$ cat src/fifo_flag_cfg_params.svh
// Register offsets, field positions, reset values and masks of the flag/polarity block
`ifndef FIFO_FLAG_CFG_PARAMS_SVH
`define FIFO_FLAG_CFG_PARAMS_SVH

`define REG_IF_CFG        6'h01
`define REG_ROUTE_AB      6'h02
`define REG_ROUTE_CD      6'h03
`define REG_SENSE_CTL     6'h04
`define REG_PTR_LO        6'h3A
`define REG_PTR_HI        6'h3B
`define REG_IND_DATA      6'h3C
`define ADDR_SENSE_ALT    16'hE609

`define IF_CFG_RESET      8'hC9
`define ROUTE_RESET       8'h00
`define SENSE_RESET       8'h00
`define PTR_RESET         8'h00

`define POL_WAKE          7
`define POL_PACKET_END_STROBE        5
`define POL_OE            4
`define POL_RD            3
`define POL_WR            2
`define POL_EF            1
`define POL_FF            0

`define SENSE_CTL_WMASK   8'hA3
`define SENSE_ALT_WMASK   8'hBF
`define SENSE_STROBE_MASK 8'h1C

`endif

$ cat src/fifo_flag_cfg_pkg.sv
// Types shared by the flag routing and polarity block
package fifo_flag_cfg_pkg;

   typedef struct packed {
      logic [3:0] pf;
      logic [3:0] ef;
      logic [3:0] ff;
   } ep_flags_t;

   typedef struct packed {
      logic clk_src;
      logic clk_48;
      logic clk_oe;
      logic clk_pol;
      logic strobe_mode_select;
      logic standby;
      logic fourth_pin_mode;
      logic pullup_detach;
   } interface_config_t;

   typedef enum logic [2:0] {
      ASM_IDLE = 3'b001,
      ASM_HI   = 3'b010,
      ASM_LO   = 3'b100
   } nib_state_t;

   typedef enum logic [1:0] {
      KIND_NONE = 2'h0,
      KIND_PF   = 2'h1,
      KIND_EF   = 2'h2,
      KIND_FF   = 2'h3
   } flag_kind_t;

endpackage

$ cat src/fifo_flag_and_polarity_config.sv
// Interface configuration, flag routing and pin polarity register bank
// Notes on behaviour
// - Asynchronous mode (reset) treats read/write controls as direct strobes, no clock.
// - Synchronous mode samples read/write as enables on interface clock ticks.
// - Writing standby bit one stops the oscillator, entering low power.
// - Standby ends on bus activity or wake pin at configured polarity.
// - Fourth pin is chip-select input when mode bit zero, flag output when one.
// - Detach bit one floats the D+ pull-up; zero pulls it high.
// - Each flag output has a 4-bit code; A,B in first, C,D second register.
// - Code zero gives fixed flags on the FIFO chosen by select pins.
// - Nonzero codes pick flag kind and endpoint regardless of select pins.
// - Polarity bit 7 makes wake pin active low at zero, high at one.
// - Polarity bit 5 makes packet-end input active low at zero, high at one.
// - Routed empty flag drives low when empty if bit 1 zero, else high.
// - Routed full flag drives low when full if bit 0 zero, else high.
// - Strobe polarity bits of primary register are read-only, active low at reset.
// - Alternate register, indirect only, same layout, strobe polarity bits writable.
// - Indirect access: low pointer at 0x3A, high at 0x3B, data at 0x3C.
// - Each byte arrives as two nibble writes, upper first; device joins them.
`timescale 1ns/1ns
`default_nettype none
`include "fifo_flag_cfg_params.svh"

module fifo_flag_and_polarity_config (
   input  wire logic                          i_clk,
   input  wire logic                          i_arst_n,
   input  wire logic                          i_cmd_addr_wr,
   input  wire logic [5:0]                    i_cmd_addr,
   input  wire logic                          i_cmd_data_wr,
   input  wire logic [3:0]                    i_cmd_nibble,
   input  wire logic                          i_cmd_rd,
   input  wire logic                          i_interface_clock_pin,
   input  wire logic                          i_fifo_read_strobe,
   input  wire logic                          i_fifo_write_strobe,
   input  wire logic                          i_fifo_output_enable,
   input  wire logic                          i_packet_end_strobe,
   input  wire logic                          i_wake_pin,
   input  wire logic                          i_bus_activity,
   input  wire logic [2:0]                    i_fifo_select_pins,
   input  wire fifo_flag_cfg_pkg::ep_flags_t  i_ep_flags,
   input  wire logic                          i_flag_d_pin,
   output logic [7:0]                         o_rd_data,
   output logic                               o_rd_valid,
   output logic                               o_fifo_read_evt,
   output logic                               o_fifo_write_evt,
   output logic                               o_fifo_oe_active,
   output logic                               o_packet_end_evt,
   output logic                               o_osc_stop,
   output logic                               o_pullup_en,
   output logic                               o_chip_select,
   output logic                               o_flag_out_a,
   output logic                               o_flag_out_b,
   output logic                               o_flag_out_c,
   output logic                               o_flag_out_d,
   output logic                               o_flag_out_d_oe
);

   ////////////////////////////////////////////////////////////////////////////
   // Registers and decode

   fifo_flag_cfg_pkg::interface_config_t cfg_q;
   fifo_flag_cfg_pkg::nib_state_t        nib_q;
   logic [5:0]  cmd_addr_q;
   logic [3:0]  hi_nib_q;
   logic [7:0]  route_ab_q;
   logic [7:0]  route_cd_q;
   logic [7:0]  sense_q;
   logic [7:0]  ptr_lo_q;
   logic [7:0]  ptr_hi_q;
   logic [7:0]  rd_data_q;
   logic        rd_valid_q;
   logic        commit;
   logic [7:0]  wbyte;
   logic        alt_hit;
   logic [7:0]  rd_mux;
   logic        wake_req;

   assign commit  = (nib_q == fifo_flag_cfg_pkg::ASM_LO) && i_cmd_data_wr
                    && !i_cmd_addr_wr;
   assign wbyte   = {hi_nib_q, i_cmd_nibble};
   assign alt_hit = ({ptr_hi_q, ptr_lo_q} == `ADDR_SENSE_ALT);

   ////////////////////////////////////////////////////////////////////////////
   // Nibble assembly of command data

   always_ff @(posedge i_clk or negedge i_arst_n) begin
      if (!i_arst_n) begin
         cmd_addr_q <= 6'h00;
      end else if (i_cmd_addr_wr) begin
         cmd_addr_q <= i_cmd_addr;
      end
   end

   // A new command address restarts the pair, so a stray nibble cannot skew
   always_ff @(posedge i_clk or negedge i_arst_n) begin
      if (!i_arst_n) begin
         nib_q    <= fifo_flag_cfg_pkg::ASM_IDLE;
         hi_nib_q <= 4'h0;
      end else if (i_cmd_addr_wr) begin
         nib_q <= fifo_flag_cfg_pkg::ASM_HI;
      end else if (i_cmd_data_wr) begin
         unique case (nib_q)
            fifo_flag_cfg_pkg::ASM_HI: begin
               hi_nib_q <= i_cmd_nibble;
               nib_q    <= fifo_flag_cfg_pkg::ASM_LO;
            end
            fifo_flag_cfg_pkg::ASM_LO: begin
               nib_q <= fifo_flag_cfg_pkg::ASM_IDLE;
            end
            fifo_flag_cfg_pkg::ASM_IDLE: begin
               nib_q <= fifo_flag_cfg_pkg::ASM_IDLE;
            end
            default: begin
               nib_q <= fifo_flag_cfg_pkg::ASM_IDLE;
            end
         endcase
      end
   end

   ////////////////////////////////////////////////////////////////////////////
   // Register writes

   // A write of the standby bit wins over a wake in the same cycle
   always_ff @(posedge i_clk or negedge i_arst_n) begin
      if (!i_arst_n) begin
         cfg_q <= `IF_CFG_RESET;
      end else if (commit && cmd_addr_q == `REG_IF_CFG) begin
         cfg_q <= wbyte;
      end else if (cfg_q.standby && wake_req) begin
         cfg_q.standby <= 1'b0;
      end
   end

   always_ff @(posedge i_clk or negedge i_arst_n) begin
      if (!i_arst_n) begin
         route_ab_q <= `ROUTE_RESET;
         route_cd_q <= `ROUTE_RESET;
      end else if (commit && cmd_addr_q == `REG_ROUTE_AB) begin
         route_ab_q <= wbyte;
      end else if (commit && cmd_addr_q == `REG_ROUTE_CD) begin
         route_cd_q <= wbyte;
      end
   end

   // One polarity store; the primary view cannot touch the strobe bits
   always_ff @(posedge i_clk or negedge i_arst_n) begin
      if (!i_arst_n) begin
         sense_q <= `SENSE_RESET;
      end else if (commit && cmd_addr_q == `REG_SENSE_CTL) begin
         sense_q <= (sense_q & ~`SENSE_CTL_WMASK)
                    | (wbyte & `SENSE_CTL_WMASK);
      end else if (commit && cmd_addr_q == `REG_IND_DATA && alt_hit) begin
         sense_q <= (sense_q & ~`SENSE_ALT_WMASK)
                    | (wbyte & `SENSE_ALT_WMASK);
      end
   end

   always_ff @(posedge i_clk or negedge i_arst_n) begin
      if (!i_arst_n) begin
         ptr_lo_q <= `PTR_RESET;
         ptr_hi_q <= `PTR_RESET;
      end else if (commit && cmd_addr_q == `REG_PTR_LO) begin
         ptr_lo_q <= wbyte;
      end else if (commit && cmd_addr_q == `REG_PTR_HI) begin
         ptr_hi_q <= wbyte;
      end
   end

   ////////////////////////////////////////////////////////////////////////////
   // Register reads

   always_comb begin
      unique case (cmd_addr_q)
         `REG_IF_CFG:    rd_mux = cfg_q;
         `REG_ROUTE_AB:  rd_mux = route_ab_q;
         `REG_ROUTE_CD:  rd_mux = route_cd_q;
         `REG_SENSE_CTL: rd_mux = sense_q;
         `REG_PTR_LO:    rd_mux = ptr_lo_q;
         `REG_PTR_HI:    rd_mux = ptr_hi_q;
         `REG_IND_DATA:  rd_mux = alt_hit ? sense_q : 8'h00;
         default:        rd_mux = 8'h00;
      endcase
   end

   always_ff @(posedge i_clk or negedge i_arst_n) begin
      if (!i_arst_n) begin
         rd_data_q  <= 8'h00;
         rd_valid_q <= 1'b0;
      end else begin
         rd_valid_q <= i_cmd_rd;
         if (i_cmd_rd) begin
            rd_data_q <= rd_mux;
         end
      end
   end

   ////////////////////////////////////////////////////////////////////////////
   // Strobes, packet end and standby wake

   logic rd_act;
   logic wr_act;
   logic pe_act;
   logic interface_clock_pin_pin_q;
   logic interface_clock_pin_tick;
   logic rd_prev_q;
   logic wr_prev_q;
   logic pe_prev_q;
   logic rd_evt_q;
   logic wr_evt_q;
   logic oe_q;
   logic pe_evt_q;

   assign rd_act   = i_fifo_read_strobe ~^ sense_q[`POL_RD];
   assign wr_act   = i_fifo_write_strobe ~^ sense_q[`POL_WR];
   assign pe_act   = i_packet_end_strobe ~^ sense_q[`POL_PACKET_END_STROBE];
   assign wake_req = i_bus_activity
                     || (i_wake_pin ~^ sense_q[`POL_WAKE]);
   // The internal interface clock outruns this clock, so it ticks every cycle
   assign interface_clock_pin_tick = cfg_q.clk_src
                       || ((i_interface_clock_pin ^ cfg_q.clk_pol)
                           && !(interface_clock_pin_pin_q ^ cfg_q.clk_pol));

   always_ff @(posedge i_clk or negedge i_arst_n) begin
      if (!i_arst_n) begin
         interface_clock_pin_pin_q <= 1'b0;
         rd_prev_q   <= 1'b0;
         wr_prev_q   <= 1'b0;
         pe_prev_q   <= 1'b0;
      end else begin
         interface_clock_pin_pin_q <= i_interface_clock_pin;
         rd_prev_q   <= rd_act;
         wr_prev_q   <= wr_act;
         pe_prev_q   <= pe_act;
      end
   end

   always_ff @(posedge i_clk or negedge i_arst_n) begin
      if (!i_arst_n) begin
         rd_evt_q <= 1'b0;
         wr_evt_q <= 1'b0;
      end else if (cfg_q.strobe_mode_select) begin
         rd_evt_q <= rd_act && !rd_prev_q;
         wr_evt_q <= wr_act && !wr_prev_q;
      end else begin
         rd_evt_q <= rd_act && interface_clock_pin_tick;
         wr_evt_q <= wr_act && interface_clock_pin_tick;
      end
   end

   always_ff @(posedge i_clk or negedge i_arst_n) begin
      if (!i_arst_n) begin
         oe_q     <= 1'b0;
         pe_evt_q <= 1'b0;
      end else begin
         oe_q     <= i_fifo_output_enable ~^ sense_q[`POL_OE];
         pe_evt_q <= pe_act && !pe_prev_q;
      end
   end

   ////////////////////////////////////////////////////////////////////////////
   // Flag routing

   function automatic logic route_flag(
      input logic [3:0]                    code,
      input fifo_flag_cfg_pkg::flag_kind_t fixed_kind,
      input logic [1:0]                    sel,
      input fifo_flag_cfg_pkg::ep_flags_t  f,
      input logic [7:0]                    pol
   );
      fifo_flag_cfg_pkg::flag_kind_t kind;
      logic [1:0]                    ep;
      logic                          val;
      kind = fixed_kind;
      ep   = sel;
      if (code != 4'h0) begin
         kind = fifo_flag_cfg_pkg::flag_kind_t'(code[3:2]);
         ep   = code[1:0];
      end
      unique case (kind)
         fifo_flag_cfg_pkg::KIND_PF: val = f.pf[ep];
         fifo_flag_cfg_pkg::KIND_EF: val = f.ef[ep] ~^ pol[`POL_EF];
         fifo_flag_cfg_pkg::KIND_FF: val = f.ff[ep] ~^ pol[`POL_FF];
         fifo_flag_cfg_pkg::KIND_NONE: val = 1'b0;
      endcase
      return val;
   endfunction

   logic [3:0] flag_q;
   logic       cs_q;
   logic       pullup_q;

   always_ff @(posedge i_clk or negedge i_arst_n) begin
      if (!i_arst_n) begin
         flag_q <= 4'h0;
      end else begin
         flag_q[0] <= route_flag(route_ab_q[3:0], fifo_flag_cfg_pkg::KIND_PF,
                                 i_fifo_select_pins[1:0], i_ep_flags, sense_q);
         flag_q[1] <= route_flag(route_ab_q[7:4], fifo_flag_cfg_pkg::KIND_FF,
                                 i_fifo_select_pins[1:0], i_ep_flags, sense_q);
         flag_q[2] <= route_flag(route_cd_q[3:0], fifo_flag_cfg_pkg::KIND_EF,
                                 i_fifo_select_pins[1:0], i_ep_flags, sense_q);
         flag_q[3] <= route_flag(route_cd_q[7:4], fifo_flag_cfg_pkg::KIND_PF,
                                 i_fifo_select_pins[1:0], i_ep_flags, sense_q);
      end
   end

   always_ff @(posedge i_clk or negedge i_arst_n) begin
      if (!i_arst_n) begin
         cs_q     <= 1'b0;
         pullup_q <= 1'b0;
      end else begin
         cs_q     <= !cfg_q.fourth_pin_mode && !i_flag_d_pin;
         pullup_q <= !cfg_q.pullup_detach;
      end
   end

   assign o_rd_data        = rd_data_q;
   assign o_rd_valid       = rd_valid_q;
   assign o_fifo_read_evt  = rd_evt_q;
   assign o_fifo_write_evt = wr_evt_q;
   assign o_fifo_oe_active = oe_q;
   assign o_packet_end_evt = pe_evt_q;
   assign o_osc_stop       = cfg_q.standby;
   assign o_pullup_en      = pullup_q;
   assign o_chip_select    = cs_q;
   assign o_flag_out_a     = flag_q[0];
   assign o_flag_out_b     = flag_q[1];
   assign o_flag_out_c     = flag_q[2];
   assign o_flag_out_d     = flag_q[3];
   assign o_flag_out_d_oe  = cfg_q.fourth_pin_mode;
endmodule

`default_nettype wire

$ cat config.mk
export PLATFORM = sky130hd
export DESIGN_NAME = fifo_flag_and_polarity_config
export DESIGN_NICKNAME = d
export VERILOG_FILES = /design/src/fifo_flag_cfg_pkg.sv /design/src/fifo_flag_and_polarity_config.sv
export VERILOG_INCLUDE_DIRS = /design/src
export SDC_FILE = /design/constraint.sdc
export NUM_CORES = 1
export LEC_CHECK = 0
export BUFFER_PORTS_ARGS = -buffer_cell sky130_fd_sc_hd__buf_2
export CAP_MARGIN = 20
export CORE_MARGIN = 1
export CORE_UTILIZATION = 35
export CTS_BUF_LIST = sky130_fd_sc_hd__clkbuf_8
export CTS_CLUSTER_DIAMETER = 40
export DETAILED_ROUTE_END_ITERATION = 16
export GPL_ROUTABILITY_DRIVEN = 0
export PLACE_DENSITY = 0.58
export SLEW_MARGIN = 20
export SYNTH_ARGS = -nofsm -noshare
export SYNTH_HDL_FRONTEND = slang
export SYNTH_SLANG_ARGS = --single-unit
export TNS_END_PERCENT = 5
$ cat constraint.sdc
create_clock -name i_clk -period 2.25 [get_ports i_clk]
set_clock_uncertainty 0.1 [all_clocks]
set_input_delay 0.45 -clock i_clk [delete_from_list [all_inputs] [get_ports i_clk]]
set_output_delay 0.45 -clock i_clk [all_outputs]
set_load 0.03 [all_outputs]
# --- Yosys cells after proc, flatten, opt, wreduce, memory -nomap -nowiden ---
# Index checks and enable logic that the tools add are counted.
word_totals:
  out_inout_bits: 21
  wordCells: 164
  latch_bits: 0
  register_bits: 84
  in_bits: 38
  mem_bits_ro: 0
  mem_bits_rw: 0
  mem_count: 0
op_classes:
  magnitude_cmp: 4
  n_reduce_logical: 42
  addsub: 0
  n_mul: 0
  n_mux: 47
  shifts: 0
  n_div: 0
  n_bitwise: 20
  eq_ne: 22
ops:
  columns: ["cell", "count"]
  rows:
  - ["8-bit case mux with 7 select lines", 1]
  - ["1-bit binary-select mux with 2-bit select", 12]
  - ["8-bit two-way mux", 3]
  - ["6-bit equality test, second input constant", 3]
  - ["1-bit logical AND", 18]
  - ["16-bit equality test, second input constant", 1]
  - ["2-bit equality test, second input constant", 8]
  - ["1-bit two-way mux", 16]
  - ["2-bit two-way mux", 8]
  - ["7-bit by 8-bit bitwise OR with 8-bit output", 2]
  - ["1-bit case mux with 4 select lines", 4]
  - ["4-bit nonzero test", 4]
  - ["1-bit XNOR", 13]
  - ["6-bit by 2-bit equality test with 1-bit output, second input constant", 2]
  - ["2-bit by 3-bit less-than comparator with 1-bit output, second input constant", 4]
  - ["3-bit two-way mux", 3]
  - ["2-bit by 1-bit equality test with 1-bit output, second input constant", 4]
  - ["1-bit logical NOT", 8]
  - ["2-bit logical NOT", 4]
  - ["6-bit by 1-bit equality test with 1-bit output, second input constant", 1]
  - ["6-bit by 3-bit equality test with 1-bit output, second input constant", 1]
  - ["2-bit nonzero test", 3]
  - ["2-bit AND reduction", 2]
  - ["3-bit by 2-bit equality test with 1-bit output, second input constant", 1]
  - ["other kinds (5)", 9]

# --- Logic depth before layout (Yosys ltp) ---
# Gate-level depths: netlist (run 1).
logic_depth:
  depth_word: 7
  depth_mapped: 8
  depth_no_buf: 5

# --- Least setup slack after synthesis (run 1) ---
# No wires, ideal clock.
synth_path:
  kind: "input port to flip-flop"
  startpoint: "input i_cmd_addr_wr"
  endpoint: "register route_cd_q[6]"
  t_arrival_ps: 1923
  cell_stages: 7
  required_ps: 2025
  slack_ps: 102
  n_path_buf: 3
  cell_sequence: "buf_2 nor3b_1 and3b_1 clkbuf_1 and2_1 buf_2 mux2_2"
synth_via:
  elab_chain_len: 5
  word_cells_on_any_way: 6
  classes_between: "1 x bitwise; 5 x reduce/logical"
synth_lines:
  columns: ["item", "line_no", "text"]
  rows:
  - ["from (decl)", "fifo_flag_and_polarity_config.sv:27", "input wire logic i_cmd_addr_wr,"]
  - ["1-bit logical NOT *", "fifo_flag_and_polarity_config.sv:79", "&& !i_cmd_addr_wr;"]
  - ["1-bit logical AND *", "fifo_flag_and_polarity_config.sv:79", null]
  - ["1-bit logical AND (no line)", null, null]
  - ["1-bit inverter (no line)", null, null]
  - ["2-bit AND reduction (no line) *", null, null]
  - ["to (signal assigned)", "fifo_flag_and_polarity_config.sv:137", "route_cd_q <= `ROUTE_RESET;"]
  - ["to (signal assigned)", "fifo_flag_and_polarity_config.sv:141", "route_cd_q <= wbyte;"]
  - ["to (decl)", "fifo_flag_and_polarity_config.sv:66", "logic [7:0] route_cd_q;"]
# Mark *: on every way between the ends. The rest lies on a longest branch, timed or not.
# A chain may end at the register's enable or synchronous reset.

# --- Worst setup path after layout (run 1) ---
layout_path:
  startpoint: "register route_ab_q[5]"
  endpoint: "register flag_q[1]"
layout_via:
  elab_chain_len: 6
  word_cells_on_any_way: 16
  classes_between: "3 x eq/ne; 9 x mux; 2 x bitwise; 2 x reduce/logical"
layout_lines:
  columns: ["item", "line_no", "text"]
  rows:
  - ["from (decl)", "fifo_flag_and_polarity_config.sv:65", "logic [7:0] route_ab_q;"]
  - ["from (signal assigned)", "fifo_flag_and_polarity_config.sv:136", "route_ab_q <= `ROUTE_RESET;"]
  - ["from (signal assigned)", "fifo_flag_and_polarity_config.sv:139", "route_ab_q <= wbyte;"]
  - ["4-bit nonzero test", "fifo_flag_and_polarity_config.sv:275", "if (code != 4'h0) begin"]
  - ["2-bit two-way mux", "fifo_flag_and_polarity_config.sv:275", null]
  - ["1-bit binary-select mux with 2-bit select (on tied branches)", "fifo_flag_and_polarity_config.sv:282, fifo_flag_and_polarity_config.sv:281", null]
  - ["1-bit two-way mux (on tied branches)", "fifo_flag_and_polarity_config.sv:282, fifo_flag_and_polarity_config.sv:281", null]
  - ["1-bit XNOR (on tied branches)", "fifo_flag_and_polarity_config.sv:282, fifo_flag_and_polarity_config.sv:281", null]
  - ["1-bit case mux with 4 select lines *", "fifo_flag_and_polarity_config.sv:279", "unique case (kind)"]
  - ["to (signal assigned)", "fifo_flag_and_polarity_config.sv:298", "flag_q[1] <= route_flag(route_ab_q[7:4], fifo_flag_cfg_pkg::KIND_FF,"]
  - ["to (decl)", "fifo_flag_and_polarity_config.sv:288", "logic [3:0] flag_q;"]
# Mark *: on every way between the ends. The rest lies on a longest branch, timed or not. The select of a mux whose other input is x is not followed.

==> results by group, run 1 <==
Outcome
  • Status: complete, no violations

Critical path
  • Critical Path RT: 2.39 ns
  • Worst setup SP type: flop
  • CP Class: flop to flop
  • Crit. End Element: flop
  • CP Max Fanout: 8
  • Critical Path AT: 2.31 ns
  • CP startpoint: route_ab_q[5]
  • Reg2reg start: route_ab_q[5]

Global routing
  • Antenna violations before repair: 0
  • GRT Total Usage: 19.2%
  • Largest net degree at the start of global routing: 71
  • Vias in the first global route: 3,355
  • Congestion Overflow GR: 0
  • Global-route wire length before repair: 18,300 um

Yosys
  • Sequential share of the synthesized area: 48.3%
  • Syn Area/Cell: 11.6 um2
  • Synth warn: 0
  • Largest cells by area after synthesis: dfrtp_1 (45%), mux2_2 (16%), dfstp_2 (3.0%), mux2i_1 (2.6%), o21ai_0 (2.6%)
  • Yosys top cell area share: 45.3%
  • Synth cell types: 57
  • Post-Syn Nets: 411
  • Fraction of registers with async set or reset after synthesis: 100%
  • Area leader, netlist: dfrtp_1
  • Seq cells post-synth: 83
  • Post-synth EDFFs: 0
  • Cell Area, Synth: 4310 um2
  • Post-Synthesis Cells: 373
  • Ys flop type: dfrtp_1

Finish
  • Synthesis-to-finish area growth: 21.7%
  • Diodes inserted: 0
  • Fraction of layout cells with a size suffix above 1: 39.7%
  • Fillers: 1,145
  • Leading cell types in the layout, fill and taps excluded: dfrtp_1 (78), mux2_2 (60), buf_2 (56)
  • Final #Nets: 497
  • Commonest non-fill, non-tap cell in the layout: dfrtp_1

Die
  • Rows: 40
  • Number of I/O pins: 59
  • Die height: 113 um
  • Die ar.: 12,800 um2
  • Initial Utilization: 35.9%
  • Die width: 113 um
  • Core Area: 12,000 um2

Placed design
  • Hpwl dp: 8220 um
  • IO Port Bufs: 57

Clock network
  • Post-CTS setup buffer count: 0
  • Clock transition at path regs: 0.08 ns
  • Max Root-Sink Buffers: 2
  • CTS tree: yes
  • Worst skew pair latency: 0.36 ns
  • Clk sink count: 83
  • CTS Root Cell: clkbuf_8
  • TritonCTS buffer count: 9
  • H-tree depth: 3

Timing
  • Period utilisation layout: 96.8%
  • Measured slew at the worst slew-check pin: 0.710 ns
  • Fin crit period: 2.18 ns
  • Unrepaired setup endpoints after global routing: no
  • Max-slew headroom: 51.4%
  • Achievable Freq: 459 MHz
  • Final Slew Violations: 0
  • Final count of negative-setup-slack endpoints: 0
  • Hold_ws: 0.125 ns
  • Hold Vio Cnt, Final: 0

Pwr
  • Power Dens Cells: 641 nW/um2
  • Post-layout power: 3.36 mW
  • P_leak: 2.55 nW
  • VDD IR max: 0.358 mV

Worst hold path
  • Worst hold path class: primary input to flop
  • Hold_sp: i_interface_clock_pin

Detailed routing
  • DRC violations left: 0
  • Via count: 3,429
  • Post-route ant nets: 0
  • 1st-iter DRT viols: 283
  • DRT Wirelength: 11,500 um
  • Vias per inst: 5.61
  • Total iterations of the first detailed-routing run: 4
  • Wirelength per Cell: 18.8 um

Run
  • Max-cap violations: 0
state kept, by name, summed over array words and instances (netlist names):
register                   cells
pe_prev_q                      1
o_fifo_oe_active               1
route_ab_q                     8
ptr_hi_q                       8
interface_clock_pin_pin_q      1
cfg_q                          6
o_flag_out_d_oe                1
o_packet_end_evt               1
o_fifo_read_evt                1
ptr_lo_q                       8
route_cd_q                     8
o_osc_stop                     1
hi_nib_q                       4
cmd_addr_q                     6
o_chip_select                  1
flag_q                         4
sense_q                        7
nib_q                          3
o_rd_valid                     1
o_fifo_write_evt               1
wr_prev_q                      1
o_pullup_en                    1
o_rd_data                      8
rd_prev_q                      1
cells in the mapped netlist, types with 4 or more instances:
| library cell | n |
|---|---|
| a211o_1 | 7 |
| a21oi_1 | 5 |
| a22o_1 | 7 |
| a311oi_1 | 6 |
| a32oi_1 | 8 |
| buf_2 | 7 |
| clkbuf_1 | 7 |
| dfrtp_1 | 78 |
| dfstp_2 | 5 |
| inv_1 | 13 |
| mux2_2 | 60 |
| mux2i_1 | 11 |
| nand2_1 | 22 |
| nand2b_1 | 4 |
| nand3_1 | 9 |
| nor2_1 | 11 |
| nor4b_1 | 7 |
| o21ai_0 | 22 |
| o2bb2ai_1 | 8 |
| xnor2_1 | 5 |
| xor2_1 | 5 |
critical path, cell delays in order (launching register included):
cell,delay [ns]
dfrtp_1,0.49
nor4b_2,0.40
o21ai_0,0.16
a32oi_1,0.26
mux2_2,0.37
a311o_1,0.28
per-stage QoR:
step / setup TNS, ns / utilization (%) / cell area (um2) / worst slack (ns) / std cells
4_1_cts: 0 / 43.7 / 5250 / 0.138 / 611
2_1_floorplan: 0 / - / 4310 / 0.102 / 373
5_1_grt: 0 / 43.7 / 5250 / 0.0123 / 611
3_3_place_gp: -0.00308 / 41.5 / 4980 / -0.00308 / 594
6_report: 0 / 43.7 / 5250 / 0.0726 / 611
3_5_place_dp: -0.0374 / 41.5 / 4980 / -0.0266 / 594
cell type report:
type	count	area (um2)	area share [%]
timing repair buffer	92	566	10.8
clock buffer	9	124	2.36
multi-input combinational	260	2110	40.2
sequential	83	2080	39.7
inverter	13	48.8	0.930
clock inverter	7	133	2.53
tap	147	184	3.50
repair_timing:
item,in CTS,in global routing
hold buffers,1,0
endpoints found under the setup margin,0,2
hold endpoints to repair,13,0
gates resized for setup,0,2
final timing paths:
| path | endpoint | slack, ns | cells past startpoint |
|---|---|---|---|
| worst max-delay path | flag_q[1] | 0.07 | 5 |
| worst min-delay path | interface_clock_pin_pin_q | 0.13 | 1 |
| worst max register to register | flag_q[1] | 0.07 | 5 |
| worst min register to register | o_packet_end_evt | 0.30 | 1 |
| max in group asynchronous | nib_q[0] | 0.99 | 3 |
| min in group asynchronous | o_rd_data[1] | 0.39 | 2 |
kinds of logic (layout without fill, tap and decap cells):
| family | after synthesis | after routing | share of synthesized area [%] |
|---|---|---|---|
| AO/OA/AOI/OAI | 85 | 85 | 15.0 |
| XOR/XNOR | 10 | 10 | 2.03 |
| multiplexers | 72 | 72 | 18.7 |
| flip-flops | 83 | 83 | 48.3 |
| AND/OR/NAND/NOR | 93 | 93 | 13.1 |
| buffers and inverters | 30 | 121 | 2.81 |
report_power, final:
part	switching, mW	internal (mW)	total, mW
combinational	0.200	0.156	0.356
sequential	0.0847	1.55	1.64
clock	0.532	0.840	1.37
per-layer routing:
metal | routed length, um | GRT usage [%] | up-vias
met1 | 5200 | 26.2 | 1721
met4 | 205 | 6.49 | 0
li1 | - | - | 1589
met5 | 0 | 0 | -
met2 | 5390 | 30.5 | 103
met3 | 686 | 3.75 | 16
(Power assumes the default switching activity.)
==> run 2, diff against run 1 <==
CTS_BUF_LIST = sky130_fd_sc_hd__clkbuf_8 sky130_fd_sc_hd__clkbuf_16   (was sky130_fd_sc_hd__clkbuf_8)
==> results by group, run 2 (synthesis gave the netlist of run 1 again) <==
Outcome
  • Status: complete, no violations

Critical path
  • Critical Path RT: 2.37 ns (-0.02 ns)
  • CP startpoint: route_ab_q[5]
  • CP Class: flop to flop
  • Worst-case reg-to-reg path depth: 5 (unchanged)
  • Worst setup SP type: flop
  • Crit. End Element: flop
  • Reg2reg start: route_ab_q[5]
  • FF-to-FF End: flag_q[1]
  • CP Max Fanout: 8 (unchanged)
  • R2R setup slack: 0.12 ns (+0.04 ns)
  • Critical Path AT: 2.25 ns (-0.06 ns)

Finish
  • Final instance area: 5350 um2 (+1.9%)
  • Leading cell types in the layout, fill and taps excluded: dfrtp_1 (78), mux2_2 (60), buf_2 (56)
  • Diodes inserted: 0 (unchanged)
  • Fraction of layout cells with a size suffix above 1: 39.4% (-0.22 points)
  • Final #Nets: 497 (unchanged)
  • Commonest non-fill, non-tap cell in the layout: dfrtp_1
  • Synthesis-to-finish area growth: 24.0%

Placed design
  • IO Port Bufs: 57 (unchanged)
  • Dpl ws: -0.0266 ns (unchanged)
  • Placed Area: 4980 um2 (unchanged)
  • Hpwl dp: 8220 um (unchanged)

Worst hold path
  • Hold_sp: i_interface_clock_pin
  • Worst hold path depth: 1 (unchanged)
  • Sink of the worst hold path: interface_clock_pin_pin_q
  • Worst hold path class: primary input to flop

Timing
  • Period utilisation layout: 94.8% (-2.0 points)
  • Final Slew Violations: 0 (unchanged)
  • Final count of negative-setup-slack endpoints: 0 (unchanged)
  • Unrepaired setup endpoints after global routing: no
  • Measured slew at the worst slew-check pin: 0.692 ns (-0.0177 ns)
  • Hold Vio Cnt, Final: 0 (unchanged)
  • Final WS setup: 0.118 ns (+0.0449 ns)
  • Max-slew headroom: 52.7% (+1.2 points)
  • Achievable Freq: 469 MHz (+2.1%)
  • Fin crit period: 2.13 ns (-0.0449 ns)

Die
  • Die width: 113 um (unchanged)
  • Number of I/O pins: 59 (unchanged)
  • Initial Utilization: 35.9% (unchanged)
  • Die height: 113 um (unchanged)
  • Core Area: 12,000 um2 (unchanged)
  • Rows: 40 (unchanged)
  • Die ar.: 12,800 um2 (unchanged)

Pwr
  • P_leak: 2.59 nW (+1.8%)
  • VDD IR max: 0.373 mV (+4.3%)
  • Power Dens Cells: 704 nW/um2 (+9.8%)
  • Post-layout power: 3.77 mW (+12%)

Clock network
  • CTS Root Cell: clkbuf_16
  • Clk sink count: 83 (unchanged)
  • CTS tree: yes
  • Max Root-Sink Buffers: 2 (unchanged)
  • TritonCTS buffer count: 9 (unchanged)
  • H-tree depth: 3 (unchanged)
  • Worst skew pair latency: 0.34 ns (-0.02 ns)
  • Clock transition at path regs: 0.06 ns (-0.02 ns)

Global routing
  • Antenna violations before repair: 0 (unchanged)
  • Largest net degree at the start of global routing: 71 (unchanged)
  • Global-route wire length before repair: 18,400 um (+0.38%)
  • Congestion Overflow GR: 0 (unchanged)
  • Vias in the first global route: 3,363 (+0.24%)
  • GRT Total Usage: 19.4% (+0.24 points)

Detailed routing
  • 1st-iter DRT viols: 259 (-8.5%)
  • Via count: 3,454 (+0.73%)
  • Wirelength per Cell: 18.9 um (+0.48%)
  • Total iterations of the first detailed-routing run: 5 (+1)
  • DRC violations left: 0 (unchanged)
  • DRT Wirelength: 11,500 um (+0.48%)
  • Vias per inst: 5.65 (+0.73%)
  • Post-route ant nets: 0 (unchanged)

Run
  • Max-cap violations: 0 (unchanged)
run 2: how the worst max path moves through the flow:
stage	end	slack, ns	depth (start not counted)
2_1_floorplan	route_cd_q[6]	0.10	7
3_3_place_gp	sense_q[4]	-0.003	7
3_5_place_dp	flag_q[2]	-0.03	6
4_1_cts	flag_q[1]	0.13	5
5_1_grt	sense_q[4]	0.001	6
6_report	flag_q[1]	0.12	5
run 2: metal layers:
metal | vias to the layer above | track usage [%] | part of all wire, %
li1 | 1585 | - | -
met1 | 1731 | 26.3 | 46
met2 | 116 | 29.9 | 45
met3 | 22 | 4.45 | 5.4
met4 | 0 | 7.98 | 2.9
met5 | - | 0 | 0
run 2: critical path, stage by stage, from the launching register on:
cell and delay, ns:
dfrtp_1 0.48, nor4b_2 0.40, o21ai_0 0.15, a32oi_1 0.24
mux2_2 0.37, a311o_1 0.28
run 2: stage by stage:
| step | hold WS (ns) | utilization (%) | instances | setup TNS (ns) |
|---|---|---|---|---|
| 2_1_floorplan | 0.0544 | - | 373 | 0 |
| 3_3_place_gp | 0.212 | 41.5 | 594 | -0.00308 |
| 3_5_place_dp | 0.218 | 41.5 | 594 | -0.0374 |
| 4_1_cts | 0.132 | 44.5 | 611 | 0 |
| 5_1_grt | 0.132 | 44.5 | 611 | 0 |
| 6_report | 0.144 | 44.5 | 611 | 0 |
run 2: cell type report:
type	instances	area [um2]
Clock inverter	7	133
Sequential cell	83	2080
Tap cell	147	184
Clock buffer	9	225
Multi-Input combinational cell	260	2110
Inverter	13	48.8
Fill cell	1132	6660
Timing Repair Buffer	92	566
run 2: repair_timing:
item	CTS	global route
endpoints found under the setup margin	0	1
buffers inserted	0	0
gates resized for setup	0	1
hold endpoints to repair	13	0
hold buffers	1	0
run 2: power by group:
| part | internal (mW) | total, mW | leakage, nW | switching (mW) |
|---|---|---|---|---|
| logic | 0.156 | 0.357 | 1.35 | 0.201 |
| registers | 1.55 | 1.64 | 1.06 | 0.0836 |
| clock network | 1.19 | 1.77 | 0.182 | 0.585 |
==> run 3, diff against run 2 <==
ABC_AREA = 1   (was unset)
CORE_UTILIZATION = 44   (was 35)
PLACE_DENSITY = unset   (was 0.58)
PLACE_DENSITY_LB_ADDON = 0.3   (was unset)
==> results by group, run 3 <==
Outcome
  • Status: complete, no violations

Pwr
  • Clock group share of total power: 38.0% (-9.0 points)
  • Comb pwr share: 12.5% (+3.0 points)
  • Register share of total power: 49.5% (+6.0 points)
  • P_leak: 2.57 nW (-0.85%)
  • P_sw: 0.893 mW (+2.7%)
  • VDD IR max: 0.406 mV (+8.6%)
  • Internal Power: 2.31 mW (-20%)
  • Switching Fraction: 27.8% (+4.8 points)
  • Post-layout power: 3.21 mW (-15%)
  • Power Dens Cells: 635 nW/um2 (-9.9%)

Timing
  • Final count of negative-setup-slack endpoints: 0 (unchanged)
  • Period utilisation layout: 81.5% (-13 points)
  • Post-route setup TNS: 0 ns (unchanged)
  • Measured slew at the worst slew-check pin: 0.493 ns (-0.200 ns)
  • Max-slew headroom: 67.0% (+14 points)
  • Achievable Freq: 545 MHz (+16%)
  • Unrepaired setup endpoints after global routing: no
  • Hold Vio Cnt, Final: 0 (unchanged)
  • Fin crit period: 1.83 ns (-0.299 ns)
  • Final Slew Violations: 0 (unchanged)

Global routing
  • Global-route wire length before repair: 17,800 um (-3.0%)
  • GRT Total Usage: 22.9% (+3.5 points)
  • Vias in the first global route: 3,727 (+11%)
  • Largest net degree at the start of global routing: 45 (-37%)
  • Congestion Overflow GR: 0 (unchanged)
  • Antenna violations before repair: 0 (unchanged)

Clock network
  • Worst skew pair latency: 0.37 ns (+0.03 ns)
  • CTS tree: yes
  • Clock transition at path regs: 0.09 ns (+0.03 ns)
  • H-tree depth: 3 (unchanged)
  • Cts repair resizes: 0 (unchanged)
  • TritonCTS buffer count: 9 (unchanged)
  • Clk sink count: 83 (unchanged)
  • CTS Root Cell: clkbuf_8
  • Max Root-Sink Buffers: 2 (unchanged)
  • Post-CTS setup buffer count: 0 (unchanged)
  • Post-CTS Hold Buffers: 1 (unchanged)

Finish
  • Commonest non-fill, non-tap cell in the layout: nand2_1
  • Fillers: 981 (-13%)
  • Leading cell types in the layout, fill and taps excluded: nand2_1 (202), nand3_1 (81), dfrtp_1 (78)
  • Fraction of layout cells with a size suffix above 1: 16.5% (-23 points)
  • Synthesis-to-finish area growth: 15.2%
  • Diodes inserted: 0 (unchanged)
  • Final #Nets: 692 (+39%)

Detailed routing
  • 1st-iter DRT viols: 252 (-2.7%)
  • Vias per inst: 5.12 (-9.4%)
  • Via count: 4,057 (+17%)
  • DRT Wirelength: 11,300 um (-2.3%)
  • DRC violations left: 0 (unchanged)
  • Total iterations of the first detailed-routing run: 5 (unchanged)
  • Post-route ant nets: 0 (unchanged)
  • Wirelength per Cell: 14.2 um (-25%)

Yosys
  • Cell Area, Synth: 4390 um2 (+1.7%)
  • Synth warn: 0 (unchanged)
  • Post-synth EDFFs: 0 (unchanged)
  • Most frequent cell after synthesis: nand2_1
  • Syn Area/Cell: 7.46 um2 (-35%)
  • Post-Synthesis Cells: 588 (+58%)
  • Area leader, netlist: dfrtp_1
  • Fraction of registers with async set or reset after synthesis: 100% (unchanged)
  • Yosys top cell area share: 44.5% (-0.77 points)
  • Sequential share of the synthesized area: 47.5% (-0.83 points)
  • Seq cells post-synth: 83 (unchanged)
  • Post-Syn Nets: 626 (+52%)
  • Top cells by count, synth: nand2_1 (202), nand3_1 (81), dfrtp_1 (78), inv_1 (63), o21ai_0 (49)
  • Largest cells by area after synthesis: dfrtp_1 (44%), nand2_1 (17%), nand3_1 (9.2%), o21ai_0 (5.6%), inv_1 (5.4%)
  • Ys flop type: dfrtp_1
  • Synth cell types: 28 (-51%)

Placed design
  • IO Port Bufs: 57 (unchanged)
  • Hpwl dp: 8180 um (-0.44%)

Worst hold path
  • Hold_sp: i_interface_clock_pin
  • Worst hold path class: primary input to flop
  • Sink of the worst hold path: interface_clock_pin_pin_q
  • Worst hold path depth: 1 (unchanged)

Critical path
  • R2R setup slack: 0.42 ns (+0.30 ns)
  • Worst-case reg-to-reg path depth: 5 (unchanged)
  • CP Max Fanout: 16 (+8)
  • Critical Path RT: 2.39 ns (+0.02 ns)
  • Worst setup SP type: flop
  • Crit. End Element: flop
  • Critical Path AT: 1.98 ns (-0.27 ns)
  • FF-to-FF End: ptr_lo_q[7]
  • CP Class: flop to flop
  • Reg2reg start: cmd_addr_q[1]

Die
  • Number of I/O pins: 59 (unchanged)
  • Core Area: 9730 um2 (-19%)
  • Die ar.: 10,400 um2 (-19%)
  • Die width: 102 um (-9.9%)
  • Die height: 102 um (-9.9%)
  • Initial Utilization: 45.1% (+9.2 points)
  • Rows: 36 (-10%)

Run
  • Max-cap violations: 0 (unchanged)
run 3: cell count changes after synthesis, moves of 8 or more:
cell       delta
inv_1        +50
nand3_1      +72
o2bb2ai_1     -8
nor2_1       +30
o21ai_0      +27
nand2_1     +180
o21ai_1       +8
mux2i_1      -11
a32oi_1       -8
mux2_2       -60
run 3: layout make-up:
| cell class | count | area, um2 | area share, % |
|---|---|---|---|
| clock buffers | 10 | 138 | 2.72 |
| clock inverters | 6 | 86.3 | 1.71 |
| well taps | 133 | 166 | 3.29 |
| repair buffers | 62 | 340 | 6.73 |
| inverters | 66 | 248 | 4.90 |
| multi-input cells | 432 | 1990 | 39.4 |
| flip-flops and latches | 83 | 2080 | 41.2 |
run 3: routing by layer:
| metal | up-vias | part of all wire [%] | GRT usage, % |
|---|---|---|---|
| met1 | 1869 | 46 | 29.4 |
| met2 | 128 | 47 | 38.4 |
| li1 | 2034 | - | - |
| met5 | - | 0 | 0 |
| met4 | 0 | 2.4 | 10.3 |
| met3 | 26 | 4.4 | 3.69 |
run 3: power groups by stage:
stage               combinational (mW)  clock, mW  sequential, mW
global placement                 0.385          0            1.61
CTS                              0.398       1.24            1.59
finish                           0.400       1.22            1.59
global route                     0.444       1.29            1.59
detailed placement               0.396          0            1.62
floorplan                        0.204          0            1.63
run 3: worst max-delay path by stage:
stage	start	end	slack, ns	cells past startpoint
after floorplan	i_cmd_addr_wr	ptr_lo_q[7]	0.57	7
after global routing	cmd_addr_q[1]	ptr_lo_q[6]	0.24	5
final	cmd_addr_q[1]	ptr_lo_q[7]	0.42	5
after global placement	i_cmd_addr_wr	ptr_lo_q[1]	0.32	8
after CTS	cmd_addr_q[1]	ptr_lo_q[7]	0.41	5
after detailed placement	i_cmd_addr_wr	ptr_lo_q[1]	0.30	8
run 3: kinds of logic after synthesis:
family / count (synthesis) / synth area share, %
AOI/OAI and AO/OA: 79 / 9.89
xor gates and xnor gates: 4 / 0.798
DFF: 83 / 47.5
buffers and inverters: 73 / 7.10
and+or+nand+nor: 349 / 34.7
run 3: worst max-delay path, stage by stage, from the launching register on:
cell	delay, ns
dfrtp_1	0.47
inv_2	0.07
nor2_1	0.39
nand3_2	0.43
nand2_1	0.19
o21ai_2	0.06
run 3: metrics by stage:
step | area [um2] | hold WS, ns | instances | setup slack, ns | util [%]
6_report | 5050 | 0.0955 | 792 | 0.416 | 52.0
3_3_place_gp | 4820 | 0.262 | 775 | 0.325 | 49.5
2_1_floorplan | 4390 | 0.0544 | 588 | 0.568 | -
3_5_place_dp | 4820 | 0.266 | 775 | 0.295 | 49.5
5_1_grt | 5050 | 0.0847 | 792 | 0.244 | 52.0
4_1_cts | 5050 | 0.0792 | 792 | 0.407 | 52.0
